==> src/logic/dtp_params.svh <==
// Register map, field positions, reset values and counts of the dual 8-bit timer block.
// Assumes a byte-wide register file behind a 32-bit AXI4-Lite slave, index times four.
`ifndef DTP_PARAMS_SVH
`define DTP_PARAMS_SVH
`define DTP_IDX_CMP2        6'h23
`define DTP_IDX_CNT2        6'h24
`define DTP_IDX_T2CTRL      6'h25
`define DTP_IDX_ASYNC       6'h30
`define DTP_IDX_CMP0        6'h31
`define DTP_IDX_CNT0        6'h32
`define DTP_IDX_T0CTRL      6'h33
`define DTP_IDX_SLEEP       6'h35
`define DTP_IDX_FLAG        6'h36
`define DTP_IDX_MASK        6'h37
`define DTP_BIT_OVF0        0
`define DTP_BIT_CMP0        1
`define DTP_BIT_OVF2        6
`define DTP_BIT_CMP2        7
`define DTP_BIT_ASYNC_SEL   0
`define DTP_BIT_SLEEP_ENTER 7
`define DTP_CTRL_WMASK      8'h7f
`define DTP_REG_RST         8'h00
`define DTP_WAKE_EXT_CYC    2'h2
`define DTP_WAKE_TMR_CYC    2'h3
`define DTP_SM_PDOWN        2'h2
`define DTP_SM_PSAVE        2'h3
`define DTP_CS_STOP         3'h0
`define DTP_CS_EXT_FALL     3'h6
`define DTP_CS_EXT_RISE     3'h7
`define DTP_RESP_OKAY       2'h0
`define DTP_RESP_SLVERR     2'h2
`endif

==> src/logic/dtp_pkg.sv <==
// Types shared by the dual 8-bit timer block.
// Assumes the constants header is included by each user.
package dtp_pkg;
  typedef struct packed {
    logic       reserved;
    logic       pwm;
    logic [1:0] com;
    logic       ctc;
    logic [2:0] cs;
  } dtp_tctrl_t;
  typedef enum logic [1:0] {
    DTP_COM_OFF    = 2'h0,
    DTP_COM_TOGGLE = 2'h1,
    DTP_COM_CLEAR  = 2'h2,
    DTP_COM_SET    = 2'h3
  } dtp_com_t;
  typedef enum logic [2:0] {
    DTP_ST_RUN   = 3'h1,
    DTP_ST_SLEEP = 3'h2,
    DTP_ST_HIDE  = 3'h4
  } dtp_state_t;
endpackage

==> src/logic/dtp_sync.sv <==
// Two-flop synchroniser for one pin level.
// Assumes the pin is slow compared with aclk.
`timescale 1ns/100ps
module dtp_sync (
  // Clock and reset
  input  wire logic aclk,
  input  wire logic aresetn,
  input  wire logic ce,
  // Level
  input  wire logic pin_in,
  output logic      sync_out
);
  logic meta_reg;
  always_ff @(posedge aclk) begin
    if (!aresetn) begin
      meta_reg <= 1'b0;
      sync_out <= 1'b0;
    end else if (ce) begin
      meta_reg <= pin_in;
      sync_out <= meta_reg;
    end
  end
endmodule // dtp_sync

==> src/logic/dtp_timer8.sv <==
// One 8-bit timer with compare, clear-on-match, pin action and up/down PWM.
// Assumes tick is a one-cycle count enable already prescaled by the parent.
`timescale 1ns/100ps
module dtp_timer8 import dtp_pkg::*; (
  // Clock and reset
  input  wire logic       aclk,
  input  wire logic       aresetn,
  input  wire logic       ce,
  // Control
  input  wire dtp_tctrl_t ctrl,
  input  wire logic [7:0] cmp_val,
  input  wire logic       tick,
  input  wire logic       cnt_wr,
  input  wire logic [7:0] cnt_wdata,
  // Status
  output logic [7:0]      cnt_reg,
  output logic            pin_reg,
  output logic            ovf,
  output logic            match
);
  logic [7:0] cnt_next;
  logic [7:0] cmp_buf_reg;
  logic       dir_down_reg;
  logic       counted_reg;
  wire  [7:0] cmp_eff  = ctrl.pwm ? cmp_buf_reg : cmp_val;
  wire        at_top   = cnt_reg == 8'hff;
  wire        at_bot   = cnt_reg == 8'h00;
  wire        ctc_clr  = match && ctrl.ctc && !ctrl.pwm;
  wire        tick_ok  = tick && !cnt_wr && !ctc_clr;
  // A software write never counts as reaching the compare value.
  assign match = counted_reg && (cnt_reg == cmp_eff);
  assign ovf   = tick_ok && (ctrl.pwm ? (dir_down_reg && at_bot) : at_top);
  always_comb begin
    cnt_next = cnt_reg;
    if (cnt_wr) begin
      cnt_next = cnt_wdata;
    end else if (ctc_clr) begin
      cnt_next = 8'h00;
    end else if (tick && !ctrl.pwm) begin
      cnt_next = cnt_reg + 8'h01;
    end else if (tick && dir_down_reg) begin
      cnt_next = at_bot ? 8'h01 : cnt_reg - 8'h01;
    end else if (tick) begin
      cnt_next = at_top ? 8'hfe : cnt_reg + 8'h01;
    end
  end
  always_ff @(posedge aclk) begin
    if (!aresetn) begin
      cnt_reg      <= 8'h00;
      cmp_buf_reg  <= 8'h00;
      dir_down_reg <= 1'b0;
      counted_reg  <= 1'b0;
    end else if (ce) begin
      cnt_reg     <= cnt_next;
      counted_reg <= tick_ok;
      // In PWM mode the compare is latched only at the top so an unsynchronised write cannot glitch.
      cmp_buf_reg <= (!ctrl.pwm || at_top) ? cmp_val : cmp_buf_reg;
      if (!ctrl.pwm) begin
        dir_down_reg <= 1'b0;
      end else if (tick_ok && at_top) begin
        dir_down_reg <= 1'b1;
      end else if (tick_ok && at_bot) begin
        dir_down_reg <= 1'b0;
      end
    end
  end
  always_ff @(posedge aclk) begin
    if (!aresetn) begin
      pin_reg <= 1'b0;
    end else if (ce && match) begin
      if (ctrl.pwm && ctrl.com[1]) begin
        pin_reg <= dir_down_reg ^ ctrl.com[0];
      end else if (!ctrl.pwm) begin
        unique case (dtp_com_t'(ctrl.com))
          DTP_COM_OFF:    pin_reg <= pin_reg;
          DTP_COM_TOGGLE: pin_reg <= !pin_reg;
          DTP_COM_CLEAR:  pin_reg <= 1'b0;
          DTP_COM_SET:    pin_reg <= 1'b1;
        endcase
      end
    end
  end
endmodule // dtp_timer8

==> src/logic/dtp_top.sv <==
// Dual 8-bit timer block: prescalers, two timers, flags, mask, sleep wake and AXI4-Lite slave.
// Assumes one 10 MHz clock; the oscillator, count and wake pins arrive asynchronously.
`timescale 1ns/100ps
`include "dtp_params.svh"
module dtp_top import dtp_pkg::*; (
  // Clock, reset and freeze
  input  wire logic        aclk,
  input  wire logic        aresetn,
  input  wire logic        ce,
  // AXI4-Lite write address
  input  wire logic [7:0]  s_axi_awaddr,
  input  wire logic        s_axi_awvalid,
  output logic             s_axi_awready,
  // AXI4-Lite write data
  input  wire logic [31:0] s_axi_wdata,
  input  wire logic [3:0]  s_axi_wstrb,
  input  wire logic        s_axi_wvalid,
  output logic             s_axi_wready,
  // AXI4-Lite write response
  output logic [1:0]       s_axi_bresp,
  output logic             s_axi_bvalid,
  input  wire logic        s_axi_bready,
  // AXI4-Lite read address
  input  wire logic [7:0]  s_axi_araddr,
  input  wire logic        s_axi_arvalid,
  output logic             s_axi_arready,
  // AXI4-Lite read data
  output logic [31:0]      s_axi_rdata,
  output logic [1:0]       s_axi_rresp,
  output logic             s_axi_rvalid,
  input  wire logic        s_axi_rready,
  // Pins
  input  wire logic        async_osc_in_pin,
  input  wire logic        ext_count_pin,
  input  wire logic        ext_wake_pin,
  output logic             compare_out_pin_0,
  output logic             compare_out_pin_2,
  // System
  output logic             irq,
  output logic             wake_pulse,
  output logic             sleeping
);
  function automatic logic is_mapped(input logic [5:0] idx);
    is_mapped = (idx == `DTP_IDX_CMP2)  || (idx == `DTP_IDX_CNT2) ||
                (idx == `DTP_IDX_T2CTRL) || (idx == `DTP_IDX_ASYNC) ||
                (idx == `DTP_IDX_CMP0)  || (idx == `DTP_IDX_CNT0) ||
                (idx == `DTP_IDX_T0CTRL) || (idx == `DTP_IDX_SLEEP) ||
                (idx == `DTP_IDX_FLAG)  || (idx == `DTP_IDX_MASK);
  endfunction
  // Low bits of a prescaler all ones marks the tap; n equal to zero passes every tick.
  function automatic logic tap_hit(input logic [9:0] c, input logic [3:0] n);
    logic [9:0] msk;
    msk     = (10'h001 << n) - 10'h001;
    tap_hit = (c & msk) == msk;
  endfunction
  function automatic logic [3:0] t0_div(input logic [2:0] cs);
    unique case (cs)
      3'h1:    t0_div = 4'h0;
      3'h2:    t0_div = 4'h3;
      3'h3:    t0_div = 4'h5;
      3'h4:    t0_div = 4'h6;
      3'h5:    t0_div = 4'h7;
      3'h6:    t0_div = 4'h8;
      3'h7:    t0_div = 4'ha;
      default: t0_div = 4'h0;
    endcase
  endfunction
  function automatic logic [3:0] t2_div(input logic [2:0] cs);
    unique case (cs)
      3'h1:    t2_div = 4'h0;
      3'h2:    t2_div = 4'h3;
      3'h3:    t2_div = 4'h6;
      3'h4:    t2_div = 4'h8;
      3'h5:    t2_div = 4'ha;
      default: t2_div = 4'h0;
    endcase
  endfunction

  // Register state.
  dtp_tctrl_t t0ctrl_reg;
  dtp_tctrl_t t2ctrl_reg;
  logic [7:0] cmp0_reg;
  logic [7:0] cmp2_reg;
  logic [7:0] flag_reg;
  logic [7:0] flag_next;
  logic [7:0] mask_reg;
  logic       async_sel_reg;
  logic [1:0] sleep_mode_select_reg;
  dtp_state_t state_reg;
  dtp_state_t state_next;
  logic [1:0] hide_cnt_reg;
  logic [1:0] hide_cnt_next;
  logic [9:0] pre0_reg;
  logic [9:0] pre2_reg;
  logic       osc_d_reg;
  logic       ext_d_reg;

  // Bus slave state.
  logic       aw_have_reg;
  logic [5:0] aw_idx_reg;
  logic       w_have_reg;
  logic [7:0] w_data_reg;
  logic       w_lane_reg;

  // Pin synchronisers.
  logic osc_sync;
  logic ext_sync;
  logic wake_sync;
  dtp_sync u_sync_osc (
    .aclk     (aclk),
    .aresetn  (aresetn),
    .ce       (ce),
    .pin_in   (async_osc_in_pin),
    .sync_out (osc_sync)
  );
  dtp_sync u_sync_ext (
    .aclk     (aclk),
    .aresetn  (aresetn),
    .ce       (ce),
    .pin_in   (ext_count_pin),
    .sync_out (ext_sync)
  );
  dtp_sync u_sync_wake (
    .aclk     (aclk),
    .aresetn  (aresetn),
    .ce       (ce),
    .pin_in   (ext_wake_pin),
    .sync_out (wake_sync)
  );

  // Bus decode.
  wire        aw_take = s_axi_awvalid && s_axi_awready;
  wire        w_take  = s_axi_wvalid && s_axi_wready;
  wire        ar_take = s_axi_arvalid && s_axi_arready;
  wire        do_wr   = aw_have_reg && w_have_reg && !s_axi_bvalid;
  wire        wr_ok   = do_wr && w_lane_reg && is_mapped(aw_idx_reg);
  wire [5:0]  ar_idx  = s_axi_araddr[7:2];
  wire        ar_ok   = is_mapped(ar_idx) && (s_axi_araddr[1:0] == 2'h0);
  wire        aw_have_next = (aw_have_reg || aw_take) && !do_wr;
  wire        w_have_next  = (w_have_reg || w_take) && !do_wr;
  wire        bvalid_next  = do_wr || (s_axi_bvalid && !s_axi_bready);
  wire        wr_t0ctrl = wr_ok && (aw_idx_reg == `DTP_IDX_T0CTRL);
  wire        wr_t2ctrl = wr_ok && (aw_idx_reg == `DTP_IDX_T2CTRL);
  wire        wr_cnt0   = wr_ok && (aw_idx_reg == `DTP_IDX_CNT0);
  wire        wr_cnt2   = wr_ok && (aw_idx_reg == `DTP_IDX_CNT2);
  wire        wr_flag   = wr_ok && (aw_idx_reg == `DTP_IDX_FLAG);
  wire        wr_sleep  = wr_ok && (aw_idx_reg == `DTP_IDX_SLEEP);
  wire        visible   = state_reg != DTP_ST_HIDE;
  wire        rd_flag   = ar_take && (ar_idx == `DTP_IDX_FLAG) && visible;

  // Sleep gating: power-down stops both timers, power-save keeps only an async timer 0.
  wire deep   = state_reg == DTP_ST_SLEEP && sleep_mode_select_reg[1];
  wire psave  = sleep_mode_select_reg == `DTP_SM_PSAVE;
  // A synchronous timer 0 simply freezes in power-save; software must treat it as stale.
  wire t0_run = !deep || (psave && async_sel_reg);
  wire t2_run = !deep;

  // Prescalers and tick selection.
  wire       osc_rise = osc_sync && !osc_d_reg;
  wire       src0     = async_sel_reg ? osc_rise : 1'b1;
  wire       ext_rise = ext_sync && !ext_d_reg;
  wire       ext_fall = !ext_sync && ext_d_reg;
  wire       tick0    = t0_run && src0 && (t0ctrl_reg.cs != `DTP_CS_STOP) &&
                        tap_hit(pre0_reg, t0_div(t0ctrl_reg.cs));
  wire       tick2_in = (t2ctrl_reg.cs == `DTP_CS_EXT_FALL) ? ext_fall :
                        (t2ctrl_reg.cs == `DTP_CS_EXT_RISE) ? ext_rise :
                        (t2ctrl_reg.cs == `DTP_CS_STOP) ? 1'b0 :
                        tap_hit(pre2_reg, t2_div(t2ctrl_reg.cs));
  wire       tick2    = t2_run && tick2_in;

  // Timers.
  logic [7:0] cnt0;
  logic [7:0] cnt2;
  logic       ovf0;
  logic       ovf2;
  logic       match0;
  logic       match2;
  logic       pin0;
  logic       pin2;
  dtp_timer8 u_timer0 (
    .aclk      (aclk),
    .aresetn   (aresetn),
    .ce        (ce),
    .ctrl      (t0ctrl_reg),
    .cmp_val   (cmp0_reg),
    .tick      (tick0),
    .cnt_wr    (wr_cnt0),
    .cnt_wdata (w_data_reg),
    .cnt_reg   (cnt0),
    .pin_reg   (pin0),
    .ovf       (ovf0),
    .match     (match0)
  );
  dtp_timer8 u_timer2 (
    .aclk      (aclk),
    .aresetn   (aresetn),
    .ce        (ce),
    .ctrl      (t2ctrl_reg),
    .cmp_val   (cmp2_reg),
    .tick      (tick2),
    .cnt_wr    (wr_cnt2),
    .cnt_wdata (w_data_reg),
    .cnt_reg   (cnt2),
    .pin_reg   (pin2),
    .ovf       (ovf2),
    .match     (match2)
  );
  assign compare_out_pin_0 = pin0;
  assign compare_out_pin_2 = pin2;
  assign sleeping          = state_reg[1];

  // Flags: a new event beats a clear in the same cycle.
  wire [7:0] flag_set = {match2, ovf2, 4'h0, match0, ovf0};
  wire [7:0] flag_clr = (wr_flag ? w_data_reg : 8'h00) | (rd_flag ? flag_reg : 8'h00);
  assign flag_next = (flag_reg & ~flag_clr) | flag_set;
  wire [7:0] t0_mask = (8'h01 << `DTP_BIT_OVF0) | (8'h01 << `DTP_BIT_CMP0);
  wire       evt_any = |(flag_set & mask_reg);
  wire       evt_t0  = |(flag_set & mask_reg & t0_mask);

  // Sleep and wake sequencing.
  always_comb begin
    state_next    = state_reg;
    hide_cnt_next = hide_cnt_reg;
    unique case (state_reg)
      DTP_ST_RUN: begin
        if (wr_sleep && w_data_reg[`DTP_BIT_SLEEP_ENTER]) begin
          state_next = DTP_ST_SLEEP;
        end
      end
      DTP_ST_SLEEP: begin
        if (!sleep_mode_select_reg[1] && (wake_sync || evt_any)) begin
          state_next = DTP_ST_RUN;
        end else if (wake_sync) begin
          state_next    = DTP_ST_HIDE;
          hide_cnt_next = `DTP_WAKE_EXT_CYC;
        end else if (psave && async_sel_reg && evt_t0) begin
          state_next    = DTP_ST_HIDE;
          hide_cnt_next = `DTP_WAKE_TMR_CYC;
        end
      end
      DTP_ST_HIDE: begin
        hide_cnt_next = hide_cnt_reg - 2'h1;
        if (hide_cnt_reg == 2'h1) begin
          state_next = DTP_ST_RUN;
        end
      end
    endcase
  end

  // Read data selection.
  wire [7:0] rd_byte =
    (ar_idx == `DTP_IDX_CMP2)   ? cmp2_reg :
    (ar_idx == `DTP_IDX_CNT2)   ? cnt2 :
    (ar_idx == `DTP_IDX_T2CTRL) ? (t2ctrl_reg & `DTP_CTRL_WMASK) :
    (ar_idx == `DTP_IDX_ASYNC)  ? {7'h00, async_sel_reg} :
    (ar_idx == `DTP_IDX_CMP0)   ? cmp0_reg :
    (ar_idx == `DTP_IDX_CNT0)   ? cnt0 :
    (ar_idx == `DTP_IDX_T0CTRL) ? (t0ctrl_reg & `DTP_CTRL_WMASK) :
    (ar_idx == `DTP_IDX_SLEEP)  ? {sleeping, 5'h00, sleep_mode_select_reg} :
    (ar_idx == `DTP_IDX_FLAG)   ? (visible ? flag_reg : 8'h00) :
    (ar_idx == `DTP_IDX_MASK)   ? mask_reg : 8'h00;

  // Bus handshakes.
  always_ff @(posedge aclk) begin
    if (!aresetn) begin
      aw_have_reg   <= 1'b0;
      aw_idx_reg    <= 6'h00;
      w_have_reg    <= 1'b0;
      w_data_reg    <= 8'h00;
      w_lane_reg    <= 1'b0;
      s_axi_awready <= 1'b1;
      s_axi_wready  <= 1'b1;
      s_axi_bvalid  <= 1'b0;
      s_axi_bresp   <= `DTP_RESP_OKAY;
    end else if (ce) begin
      aw_have_reg   <= aw_have_next;
      w_have_reg    <= w_have_next;
      s_axi_awready <= !aw_have_next && !bvalid_next;
      s_axi_wready  <= !w_have_next && !bvalid_next;
      s_axi_bvalid  <= bvalid_next;
      if (aw_take) begin
        aw_idx_reg <= (s_axi_awaddr[1:0] == 2'h0) ? s_axi_awaddr[7:2] : 6'h00;
      end
      if (w_take) begin
        w_data_reg <= s_axi_wdata[7:0];
        w_lane_reg <= s_axi_wstrb[0];
      end
      if (do_wr) begin
        s_axi_bresp <= is_mapped(aw_idx_reg) ? `DTP_RESP_OKAY : `DTP_RESP_SLVERR;
      end
    end
  end
  always_ff @(posedge aclk) begin
    if (!aresetn) begin
      s_axi_arready <= 1'b1;
      s_axi_rvalid  <= 1'b0;
      s_axi_rdata   <= 32'h0000_0000;
      s_axi_rresp   <= `DTP_RESP_OKAY;
    end else if (ce) begin
      if (ar_take) begin
        s_axi_arready <= 1'b0;
        s_axi_rvalid  <= 1'b1;
        s_axi_rdata   <= {24'h00_0000, ar_ok ? rd_byte : 8'h00};
        s_axi_rresp   <= ar_ok ? `DTP_RESP_OKAY : `DTP_RESP_SLVERR;
      end else if (s_axi_rvalid && s_axi_rready) begin
        s_axi_arready <= 1'b1;
        s_axi_rvalid  <= 1'b0;
      end
    end
  end

  // Registers, prescalers and sleep state.
  always_ff @(posedge aclk) begin
    if (!aresetn) begin
      t0ctrl_reg            <= `DTP_REG_RST;
      t2ctrl_reg            <= `DTP_REG_RST;
      cmp0_reg              <= `DTP_REG_RST;
      cmp2_reg              <= `DTP_REG_RST;
      mask_reg              <= `DTP_REG_RST;
      flag_reg              <= `DTP_REG_RST;
      async_sel_reg         <= 1'b0;
      sleep_mode_select_reg <= 2'h0;
      state_reg             <= DTP_ST_RUN;
      hide_cnt_reg          <= 2'h0;
      pre0_reg              <= 10'h000;
      pre2_reg              <= 10'h000;
      osc_d_reg             <= 1'b0;
      ext_d_reg             <= 1'b0;
      irq                   <= 1'b0;
      wake_pulse            <= 1'b0;
    end else if (ce) begin
      if (wr_t0ctrl) t0ctrl_reg <= w_data_reg & `DTP_CTRL_WMASK;
      if (wr_t2ctrl) t2ctrl_reg <= w_data_reg & `DTP_CTRL_WMASK;
      if (wr_ok && aw_idx_reg == `DTP_IDX_CMP0) cmp0_reg <= w_data_reg;
      if (wr_ok && aw_idx_reg == `DTP_IDX_CMP2) cmp2_reg <= w_data_reg;
      if (wr_ok && aw_idx_reg == `DTP_IDX_MASK) mask_reg <= w_data_reg;
      if (wr_ok && aw_idx_reg == `DTP_IDX_ASYNC) async_sel_reg <= w_data_reg[`DTP_BIT_ASYNC_SEL];
      if (wr_sleep) sleep_mode_select_reg <= w_data_reg[1:0];
      flag_reg     <= flag_next;
      state_reg    <= state_next;
      hide_cnt_reg <= hide_cnt_next;
      osc_d_reg    <= osc_sync;
      ext_d_reg    <= ext_sync;
      if (t0_run && src0) pre0_reg <= pre0_reg + 10'h001;
      if (t2_run) pre2_reg <= pre2_reg + 10'h001;
      irq        <= (state_next != DTP_ST_HIDE) && |(flag_next & mask_reg);
      wake_pulse <= (state_reg == DTP_ST_SLEEP) && (state_next != DTP_ST_SLEEP);
    end
  end
endmodule // dtp_top

==> config.mk <==
export PLATFORM = sky130hd
export DESIGN_NAME = dtp_top
export DESIGN_NICKNAME = d
export VERILOG_FILES = /design/src/logic/dtp_pkg.sv /design/src/logic/dtp_sync.sv /design/src/logic/dtp_timer8.sv /design/src/logic/dtp_top.sv
export VERILOG_INCLUDE_DIRS = /design/src /design/src/logic
export SDC_FILE = /design/constraint.sdc
export NUM_CORES = 1
export LEC_CHECK = 0
export BUFFER_PORTS_ARGS = -buffer_cell sky130_fd_sc_hd__buf_2
export CORE_ASPECT_RATIO = 0.7
export CORE_MARGIN = 1.5
export CORE_UTILIZATION = 55
export CTS_CLUSTER_SIZE = 30
export DETAILED_ROUTE_END_ITERATION = 10
export PLACE_DENSITY = 0.76
export SLEW_MARGIN = 10
export SYNTH_ARGS = -nofsm -noshare
export SYNTH_HDL_FRONTEND = slang
export SYNTH_SLANG_ARGS = --single-unit
export TNS_END_PERCENT = 20
==> constraint.sdc <==
create_clock -name aclk -period 6.2 [get_ports aclk]
set_input_delay 1.55 -clock aclk [delete_from_list [all_inputs] [get_ports aclk]]
set_output_delay 1.55 -clock aclk [all_outputs]
set_load 0.01 [all_outputs]
==> results.ini <==
[setup_path]
r2r_end=u_timer2.cnt_reg[2]
path_delay_family=simple AND/OR/NAND/NOR gates
cp-end-kind=flop
cp-start-kind=flop
cp_cell_sequence=mux2i_1, mux2_2, or4b_4, nor4b_4, nor2_1, a21oi_2, o211ai_1, a31oi_1
worst-setup-path-type=reg2reg
cp_data_required_time_ns=6.55
cp_num_buf_inv=0
reg2reg_depth=8
crit_start=t2ctrl_reg[6]
cp_slowest_stage_delay_ns=1.00
r2r_start=t2ctrl_reg[6]
cp.depth=8
cp_max_fo=20
regToRegSetupSlack_ns=2.35
arrival_ns=4.20
cp_slowest_cell=dfxtp_1

[worst_hold_path]
hold_path_class=reg2reg
min_to=s_axi_rdata[2]
hp-start=s_axi_rdata[2]
worstHoldPathCells=2

[place]
gp_congestion=0.9856
port_buffers=55
dp_hpwl_um=16840

[grt]
grt_max_degree=74
antenna_found_initial=0
grt_pass1_wl_um=38850
overflow=0
grt_pass1_vias=7379
gr-usage-all-layers=0.2953

[synthesis]
ys_top_cells_by_area=dfxtp_1 (35%), mux2i_1 (10%), nor2_1 (5.6%), a21oi_1 (5.0%), nand2_1 (4.7%)
synth-async-reset-ratio=0
synth_top_area_cell=dfxtp_1
synth-main-ff-cell=dfxtp_1
synth_area_sq_um=8851
syn_inst=1103
ys_seq_elements=154
yosysTopAreaCellShare=0.3483
synth_enable_flop_cells=0
synth_most_common_cell=dfxtp_1
seq_area_frac_synth=0.3483
synth_cell_types=80
synth_common_cells=dfxtp_1 (154), nor2_1 (133), nand2_1 (112)
post_synth.cell_area_avg_sq_um=8.024
synth.yosys.warnings=0

[clock_tree]
cts_buffer_depth=2
cts_tree=built
cts_resized=0
postCtsSetupBuffers=0
cts_sinks=154
path_clk_slew_ns=0.07
cts_buffers=17
clk_latency_ns=0.43
postCtsHoldBufs=0
root_buffer=clkbuf_16
htreeDepth=4

[status]
status=finished, final reports clean

[sta]
rsz0062_at_grt=false
slew_violations=0
fin_crit_sh=0.6212
max_freq_mhz=259.7
worst_pin_slew_ns=1.111
hold_violations=0
setup_viol=0
skew_ns=0.01316
totalNegativeSetupSlack_ns=0
min_period_ns=3.851
hold_slack_ns=0.4497
slew_headroom=0.2553

[detailed_routing]
vias=8043
ant_nets=0
routedWlPerCell_um=18.32
firstDrtPassIters=5
vias_per_cell=6.089
drtIter0Drc=832
drc=0
wl_um=24200

[pwr]
p_leak_nw=3.929
irDropWorstVdd_mv=0.2097
p_total_mw=2.284
power_density_nw_per_um2=236.2

[floorplanning]
die_h_um=109.1
fp.dieW_um=154.6
design.core.area_sq_um=15600
rows=38
ioPinCount=109
initial_core_util=0.5676
dieArea_sq_um=16880

[final_layout]
diodes=0
final_nets=1182
final_util=0.6201
drive_gt1_frac=0.1070
areaGrowthSynthToFinish_pct=9.259
register_area_sq_um=3083
fillCellCount=1378
multiInputGateArea_sq_um=5260

[job]
cap_violations=0

worst reg2reg max path, delay by kind of cell (launching register included):
| kind | cells | cell delay (ns) |
|---|---|---|
| compound gates | 3 | 0.98 |
| flops | 1 | 1.00 |
| mux | 2 | 0.74 |
| simple gates | 3 | 1.06 |
final cells by class:
type / count / share of cell area
Tap cell: 200 / 0.02588
Clock buffer: 20 / 0.04826
Timing Repair Buffer: 61 / 0.03312
Clock inverter: 12 / 0.01889
Inverter: 28 / 0.01113
Sequential cell: 154 / 0.3188
Multi-Input combinational cell: 846 / 0.5439
power by group:
part / switching [mW] / total (mW) / internal (mW)
clock: 0.439 / 1.15 / 0.712
combinational: 0.0720 / 0.108 / 0.0358
sequential: 0.0233 / 1.03 / 1.00
layout by cell type (no fill, tap or decap), types with 9 or more instances in the layout:
cell type / instances
nand2_1: 112
and3_1: 17
nor2_1: 133
conb_1: 28
a21oi_1: 88
a22oi_1: 14
mux2i_1: 90
nand3_1: 35
clkbuf_16: 17
inv_1: 26
buf_2: 55
o21ai_0: 42
o22ai_1: 9
or3_1: 12
ha_1: 11
xor2_1: 30
xnor2_1: 25
nand4_1: 13
dfxtp_1: 154
a31oi_1: 10
nand2b_1: 15
nor3_1: 22
through the flow:
stage / instance area, sq um / worst slack, ns / cells
after CTS: 9671 / 2.430 / 1321
after floorplan: 8949 / 2.772 / 1129
after detailed placement: 9021 / 2.323 / 1289
after global routing: 9671 / 2.170 / 1321
after global placement: 9021 / 2.330 / 1289
final: 9671 / 2.349 / 1321
metal layers:
metal,vias to the layer above,global-route usage,wire length (um)
met5,-,0,0
li1,3883,-,-
met1,3728,0.4175,11190
met3,40,0.07711,2638
met2,392,0.4427,9955
met4,0,0.08516,416
worst max-delay path by stage:
stage / to
2_1_floorplan: irq
3_3_place_gp: irq
3_5_place_dp: irq
4_1_cts: u_timer2.cnt_reg[2]
5_1_grt: u_timer2.cnt_reg[2]
6_report: u_timer2.cnt_reg[2]
cell families after synthesis:
family          Yosys count  synth area share
fa+ha+maj                11           0.01555
mux                      93            0.1056
other cells               2         0.0008485
compound gates          243            0.1771
xor+xnor                 55           0.05442
flops                   154            0.3483
buf+inv                 129           0.06898
simple gates            416            0.2292
No activity file was read; power rests on OpenSTA's default activity.
